===== src/pkg/scrb_defines.vh =====
`ifndef SCRB_DEFINES_VH
`define SCRB_DEFINES_VH
// Register addresses.
`define SCRB_ADDR_CFG_PRI 16'h0000
`define SCRB_ADDR_CFG_SEC 16'h0001
`define SCRB_ADDR_CHAN_PWR 16'h0002
`define SCRB_ADDR_CLASS 16'h0003
// Primary configuration bit positions.
`define SCRB_PRI_RST 0
`define SCRB_PRI_LSB 1
`define SCRB_PRI_ASC 2
`define SCRB_PRI_ASC_M 5
`define SCRB_PRI_LSB_M 6
`define SCRB_PRI_RST_M 7
// Secondary configuration bit positions.
`define SCRB_SEC_DP_RST 1
// Channel power field.
`define SCRB_PWR_LSB 0
`define SCRB_PWR_MSB 1
`define SCRB_PWR_NORMAL 2'h0
`define SCRB_PWR_STANDBY 2'h2
`define SCRB_PWR_DOWN 2'h3
// Reset values.
`define SCRB_RST_BIT 1'h0
`define SCRB_RST_PWR 2'h0
`define SCRB_RST_BYTE 8'h00
// Class code value, arbitrary.
`define SCRB_CLASS_DEFAULT 8'h5A
`endif


===== src/rtl/scrb_chan_pwr.v =====
`timescale 1ns/1ps
`default_nettype none
`include "scrb_defines.vh"
// Power field of one channel and its decoded controls.
module scrb_chan_pwr (
   // Clock and reset
   input wire i_clk,
   input wire i_rst_b,
   input wire i_soft_rst,
   // Write side
   input wire i_wr,
   input wire [1:0] i_wdata,
   // State
   output wire [1:0] o_mode,
   output reg o_clk_en_ff,
   output reg o_dp_hold_ff,
   output reg o_link_en_ff
);
   reg [1:0] mode_ff;
   reg [1:0] nxt_mode;
   always @* begin
      nxt_mode = mode_ff;
      if (i_soft_rst) begin
         nxt_mode = `SCRB_RST_PWR;
      end else if (i_wr) begin
         nxt_mode = i_wdata;
      end
   end
   always @(posedge i_clk or negedge i_rst_b) begin
      if (!i_rst_b) begin
         mode_ff <= `SCRB_RST_PWR;
         o_clk_en_ff <= 1'h1;
         o_dp_hold_ff <= 1'h0;
         o_link_en_ff <= 1'h1;
      end else begin
         mode_ff <= nxt_mode;
         o_clk_en_ff <= (nxt_mode != `SCRB_PWR_STANDBY) && (nxt_mode != `SCRB_PWR_DOWN);
         o_dp_hold_ff <= (nxt_mode == `SCRB_PWR_DOWN);
         o_link_en_ff <= (nxt_mode != `SCRB_PWR_DOWN);
      end
   end
   assign o_mode = mode_ff;
endmodule // scrb_chan_pwr
`default_nettype wire


===== src/rtl/scrb_top.v =====
// Summary of operation
// - Writing 1 to bit 0 or bit 7 of the primary register resets port and registers, and the bit self-clears.
// - Bit 1 (mirror bit 6) selects LSB first when 1 and MSB first when 0, reset 0.
// - Bit 2 (mirror bit 5) makes multibyte addresses increment when 1 and decrement when 0, reset 0.
// - Bits 7, 6, 5 mirror bits 0, 1, 2 on write and read back alike.
// - Writing 1 to bit 1 of the secondary register pulses a datapath reset and self-clears.
// - The channel power field picks normal, standby (clocks off, link on) or power-down (clocks off, held, link off).
// - Power fields are per channel; writes go to all selected channels, reads with both selected return channel A.
`timescale 1ns/1ps
`default_nettype none
`include "scrb_defines.vh"
module scrb_top #(
   parameter NUM_CHAN = 2,
   parameter [7:0] CLASS_CODE = `SCRB_CLASS_DEFAULT
) (
   // Clock and reset
   input wire i_clk,
   input wire i_rst_b,
   // Register access from the serial framer
   input wire i_wr,
   input wire i_rd,
   input wire [15:0] i_addr,
   input wire [7:0] i_wdata,
   input wire [NUM_CHAN-1:0] i_chan_sel,
   output reg [7:0] o_rdata_ff,
   // Serial port controls
   output reg o_lsb_first_ff,
   output reg o_addr_incr_ff,
   output reg o_port_rst_ff,
   output reg o_dp_rst_ff,
   // Channel power controls
   output wire [NUM_CHAN-1:0] o_clk_en,
   output wire [NUM_CHAN-1:0] o_dp_hold,
   output wire [NUM_CHAN-1:0] o_link_en
);
   ////////////////////////////////////////////////////////////////////////////
   function sel_first;
      input [NUM_CHAN-1:0] sel;
      integer k;
      begin
         sel_first = 1'b0;
         for (k = 0; k < NUM_CHAN; k = k + 1) begin
            if (sel[k] && !sel_first) begin
               sel_first = 1'b1;
            end
         end
      end
   endfunction
   wire wr_pri = i_wr && (i_addr == `SCRB_ADDR_CFG_PRI);
   wire wr_sec = i_wr && (i_addr == `SCRB_ADDR_CFG_SEC);
   wire wr_pwr = i_wr && (i_addr == `SCRB_ADDR_CHAN_PWR);
   wire soft_rst = wr_pri && (i_wdata[`SCRB_PRI_RST] || i_wdata[`SCRB_PRI_RST_M]);
   ////////////////////////////////////////////////////////////////////////////
   reg lsb_ff;
   reg asc_ff;
   always @(posedge i_clk or negedge i_rst_b) begin
      if (!i_rst_b) begin
         lsb_ff <= `SCRB_RST_BIT;
         asc_ff <= `SCRB_RST_BIT;
         o_lsb_first_ff <= `SCRB_RST_BIT;
         o_addr_incr_ff <= `SCRB_RST_BIT;
         o_port_rst_ff <= 1'h0;
         o_dp_rst_ff <= 1'h0;
      end else begin
         o_port_rst_ff <= soft_rst;
         o_dp_rst_ff <= wr_sec && i_wdata[`SCRB_SEC_DP_RST] && !soft_rst;
         if (soft_rst) begin
            lsb_ff <= `SCRB_RST_BIT;
            asc_ff <= `SCRB_RST_BIT;
            o_lsb_first_ff <= `SCRB_RST_BIT;
            o_addr_incr_ff <= `SCRB_RST_BIT;
         end else if (wr_pri) begin
            lsb_ff <= i_wdata[`SCRB_PRI_LSB] | i_wdata[`SCRB_PRI_LSB_M];
            asc_ff <= i_wdata[`SCRB_PRI_ASC] | i_wdata[`SCRB_PRI_ASC_M];
            o_lsb_first_ff <= i_wdata[`SCRB_PRI_LSB] | i_wdata[`SCRB_PRI_LSB_M];
            o_addr_incr_ff <= i_wdata[`SCRB_PRI_ASC] | i_wdata[`SCRB_PRI_ASC_M];
         end
      end
   end
   ////////////////////////////////////////////////////////////////////////////
   wire [2*NUM_CHAN-1:0] mode_flat;
   genvar g;
   generate
      for (g = 0; g < NUM_CHAN; g = g + 1) begin : g_chan
         scrb_chan_pwr u_pwr (
            .i_clk(i_clk),
            .i_rst_b(i_rst_b),
            .i_soft_rst(soft_rst),
            .i_wr(wr_pwr && i_chan_sel[g]),
            .i_wdata(i_wdata[`SCRB_PWR_MSB:`SCRB_PWR_LSB]),
            .o_mode(mode_flat[2*g+1:2*g]),
            .o_clk_en_ff(o_clk_en[g]),
            .o_dp_hold_ff(o_dp_hold[g]),
            .o_link_en_ff(o_link_en[g])
         );
      end
   endgenerate
   ////////////////////////////////////////////////////////////////////////////
   reg [1:0] rd_mode;
   integer c;
   always @* begin
      rd_mode = `SCRB_RST_PWR;
      for (c = NUM_CHAN - 1; c >= 0; c = c - 1) begin
         if (i_chan_sel[c]) begin
            rd_mode = mode_flat[2*c +: 2];
         end
      end
   end
   reg [7:0] nxt_rdata;
   always @* begin
      nxt_rdata = `SCRB_RST_BYTE;
      case (i_addr)
         `SCRB_ADDR_CFG_PRI: begin
            nxt_rdata[`SCRB_PRI_LSB] = lsb_ff;
            nxt_rdata[`SCRB_PRI_LSB_M] = lsb_ff;
            nxt_rdata[`SCRB_PRI_ASC] = asc_ff;
            nxt_rdata[`SCRB_PRI_ASC_M] = asc_ff;
         end
         `SCRB_ADDR_CHAN_PWR: begin
            if (sel_first(i_chan_sel)) begin
               nxt_rdata[`SCRB_PWR_MSB:`SCRB_PWR_LSB] = rd_mode;
            end
         end
         `SCRB_ADDR_CLASS: begin
            nxt_rdata = CLASS_CODE;
         end
         default: begin
            nxt_rdata = `SCRB_RST_BYTE;
         end
      endcase
   end
   always @(posedge i_clk or negedge i_rst_b) begin
      if (!i_rst_b) begin
         o_rdata_ff <= `SCRB_RST_BYTE;
      end else if (i_rd) begin
         o_rdata_ff <= nxt_rdata;
      end
   end
endmodule // scrb_top
`default_nettype wire


===== config.mk =====
export PLATFORM = sky130hd
export DESIGN_NAME = scrb_top
export DESIGN_NICKNAME = d
export VERILOG_FILES = /design/src/rtl/scrb_chan_pwr.v /design/src/rtl/scrb_top.v
export VERILOG_INCLUDE_DIRS = /design/src /design/src/pkg
export SDC_FILE = /design/constraint.sdc
export NUM_CORES = 1
export LEC_CHECK = 0
export BUFFER_PORTS_ARGS = -buffer_cell sky130_fd_sc_hd__buf_2
export CAP_MARGIN = 40
export CORE_MARGIN = 3
export CORE_UTILIZATION = 46
export CTS_BUF_LIST = sky130_fd_sc_hd__clkbuf_8
export DETAILED_ROUTE_END_ITERATION = 10
export HOLD_SLACK_MARGIN = 0.08
export PLACE_DENSITY = 0.81
export SYNTH_ARGS = -nofsm -noshare
export SYNTH_HDL_FRONTEND = slang
export SYNTH_HIERARCHICAL = 1
export SYNTH_SLANG_ARGS = --single-unit
export TNS_END_PERCENT = 10

===== constraint.sdc =====
create_clock -name i_clk -period 1.2 [get_ports i_clk]
set_input_delay 0.36 -clock i_clk [delete_from_list [all_inputs] [get_ports i_clk]]
set_output_delay 0.36 -clock i_clk [all_outputs]
set_load 0.1 [all_outputs]

==> flow_metrics.py <==
metrics = {
    "timing": {
        "timing.final.crit_share_pct": 160,
        "fin_ws_ns": -0.716,
        "fin_setup_tns_ns": -9.94,
        "slew_violations": 0,
        "fin_worst_skew_ns": 0.00930,
        "min_period_ns": 1.92,
        "hold_viol": 0,
        "hold_ws_ns": 0.402,
        "final-setup-viol-count": 37,
        "rsz0062_at_grt": "true",
        "max_freq_ghz": 0.522,
    },
    "route": {
        "drt-initial-drc-count": 57,
        "drc": 0,
        "drt-vias-per-instance": 6.13,
        "vias": 1067,
        "ant_nets": 0,
        "route.detailed.wl_per_inst_um": 23.3,
        "drt-pass1-iter-count": 4,
        "wl_um": 4060,
    },
    "power_and_ir_drop": {
        "ir_drop_mv": 0.765,
        "power_density_nw_per_um2": 787,
        "p_leak_nw": 0.784,
    },
    "die": {
        "dieArea_sq_um": 2610,
        "ioPinCount": 48,
        "initial_utilization_pct": 51.3,
        "core-area_sq_um": 1820,
        "dieWidth_um": 51.1,
        "die_h_um": 51.1,
        "std_cell_rows": 15,
    },
    "clocking": {
        "clkTransAtPathRegs_ns": 0.09,
        "root_buffer": "clkbuf_8",
        "clk_latency_ns": 0.27,
        "ctsHtreeMaxLevel": 1,
        "cts_tree": "yes",
        "cts_max_path_buffers": 2,
        "clock_sinks": 20,
        "cts_buffers": 3,
    },
    "worst_hold_path": {
        "hold_class": "in2reg",
    },
    "yosys": {
        "synth.ff_latch_count": 20,
        "syn-num-nets": 118,
        "avgSynthCellArea_sq_um": 10.6,
        "netlist_instances": 88,
        "synth-seq-area-share_pct": 54.1,
        "yosys.area.top_type_share_pct": 42.8,
        "yosys.area.top_type": "dfrtp_1",
        "synth.area.top_cells": "dfrtp_1 43%, dfstp_2 11%, mux2i_1 5.4%, o22ai_1 4.0%, inv_1 3.2%",
        "synth.cell_area_sq_um": 935,
        "yosys_warnings": 6,
        "synth_cell_type_count": 28,
    },
    "global_route": {
        "grt_overflow_total": 0,
        "grt_pass1_vias": 1058,
        "grt_max_degree": 21,
        "antenna_found_initial": 0,
        "grt_pass1_wl_um": 4790,
        "grt_use_total_pct": 25.8,
    },
    "critical_path": {
        "critPathMaxFanout": 4,
        "crit_path_end_kind": "register",
        "crit_required_ns": 1.35,
        "path_class": "in2reg",
        "cp.arrival_ns": 2.06,
        "start_kind": "input pin",
    },
    "final_layout": {
        "nets": 180,
        "layout-drive-gt1-share_pct": 55.0,
        "areaGrowthSynthToFinish_pct": 81.1,
        "diodes": 0,
    },
    "outcome": {
        "outcome": "finished with violations",
        "violations": "negative setup slack",
    },
    "placed_design": {
        "post-place-ws_ns": -0.832,
        "numPortBuffers": 44,
        "routabilityCongestion": 0.798,
        "dp_hpwl_um": 2060,
    },
    "run": {
        "max_cap_viol_count": 0,
    },
}
## placed cells by master (no fill, tap or decap), types with 2 or more instances in the layout
master,n
a21o_1,3
a21oi_1,4
and2_4,2
buf_12,17
buf_2,25
buf_4,13
buf_6,3
clkbuf_8,3
dfrtp_1,15
dfstp_2,4
inv_1,9
mux2i_1,4
nand2_1,7
nand3b_1,3
nor2_1,5
nor3b_4,2
o21ai_0,4
o22ai_1,5
or4_4,2
## worst paths after layout
path                                      startpoint                            to  slack [ns]  depth (start not counted)
hold / removal                            i_wdata[2]                        asc_ff        0.40                          3
min in group asynchronous                    i_rst_b     g_chan[1].u_pwr/o_mode[0]        0.59                          2
max in group asynchronous                    i_rst_b  g_chan[0].u_pwr/o_link_en_ff        0.26                          2
setup reg to reg           g_chan[0].u_pwr/o_mode[1]                 o_rdata_ff[1]       -0.04                          4
setup / recovery                          i_addr[14]     g_chan[0].u_pwr/o_mode[1]       -0.72                          7
hold reg to reg                        o_rdata_ff[0]                 o_rdata_ff[0]        0.59                          2
## power breakdown
part	leakage [nW]	switching, mW	total [mW]	internal, mW
Sequential	0.255	0.000121	0.674	0.674
Combinational	0.502	0.102	0.177	0.0753
Clock	0.0269	0.253	0.482	0.229
Total	0.784	0.355	1.33	0.978
## registers in the layout, summed over array words and instances, names as in the netlist
| signal | count |
|---|---|
| lsb_ff | 1 |
| o_rdata_ff | 6 |
| g_chan.u_pwr/o_link_en_ff | 2 |
| o_dp_rst_ff | 1 |
| asc_ff | 1 |
| g_chan.u_pwr/o_dp_hold_ff | 2 |
| o_port_rst_ff | 1 |
| g_chan.u_pwr/o_clk_en_ff | 2 |
| g_chan.u_pwr/o_mode | 4 |
## synth_stat cells
cell / n
dfrtp_1: 16
inv_1: 8
nand2_1: 7
nor2_1: 6
o22ai_1: 6
mux2i_1: 5
a21oi_1: 4
dfstp_2: 4
o21ai_0: 4
a21o_1: 3
nand3_1: 3
nand3b_1: 3
and2_1: 2
buf_4: 2
nor3b_1: 2
a21boi_0: 1
a22oi_1: 1
conb_1: 1
nand2b_1: 1
nand4_1: 1
nand4bb_4: 1
nor3_1: 1
nor3b_2: 1
nor4_1: 1
nor4_2: 1
or2_1: 1
or4_1: 1
or4_4: 1
## worst max-delay path, stage by stage
cell,delay (ns)
buf_2,0.12
or4_4,0.52
nand4bb_4,0.27
nor3b_4,0.23
and2_4,0.22
mux2i_2,0.26
nor2_1,0.09
## layer usage
layer  track usage, %  routed length, um  vias to the layer above
li1                 -                  -                      433
met1             26.1               1390                      507
met2             48.1               1980                       98
met3             4.08                380                       29
met4             16.6                297                        0
met5                0                  0                        -
## layout make-up
cell class	count	area [sq um]
inverters	8	30.0
clock buffers	3	41.3
multi-input cells	58	473
fillers	57	128
repair buffers	59	607
flip-flops and latches	20	507
clock inverters	1	3.75
well taps	25	31.3
## per-stage QoR
step	std cells	area, sq um	total power [mW]	util [%]
2_1_floorplan	88	958	0.728	-
3_3_place_gp	167	1540	0.822	84.6
3_5_place_dp	167	1540	0.830	84.6
4_1_cts	173	1640	1.27	89.9
5_1_grt	174	1690	1.35	93.0
6_report	174	1690	1.33	93.0
## repair_timing
item	4_1_cts	5_1_grt
hold buffers	1	0
pin swaps	6	7
hold endpoints to repair	16	0
endpoints found under the setup margin	34	37
resized for setup	7	9
buffers inserted	1	1
## cell families after synthesis
group           Yosys count  synth area share (%)
compound gates           19                  12.3
mux                       5                  5.35
other cells               1                 0.401
simple gates             33                  23.0
flops                    20                  54.1
buf+inv                  10                  4.82
(Power assumes the default switching activity.)
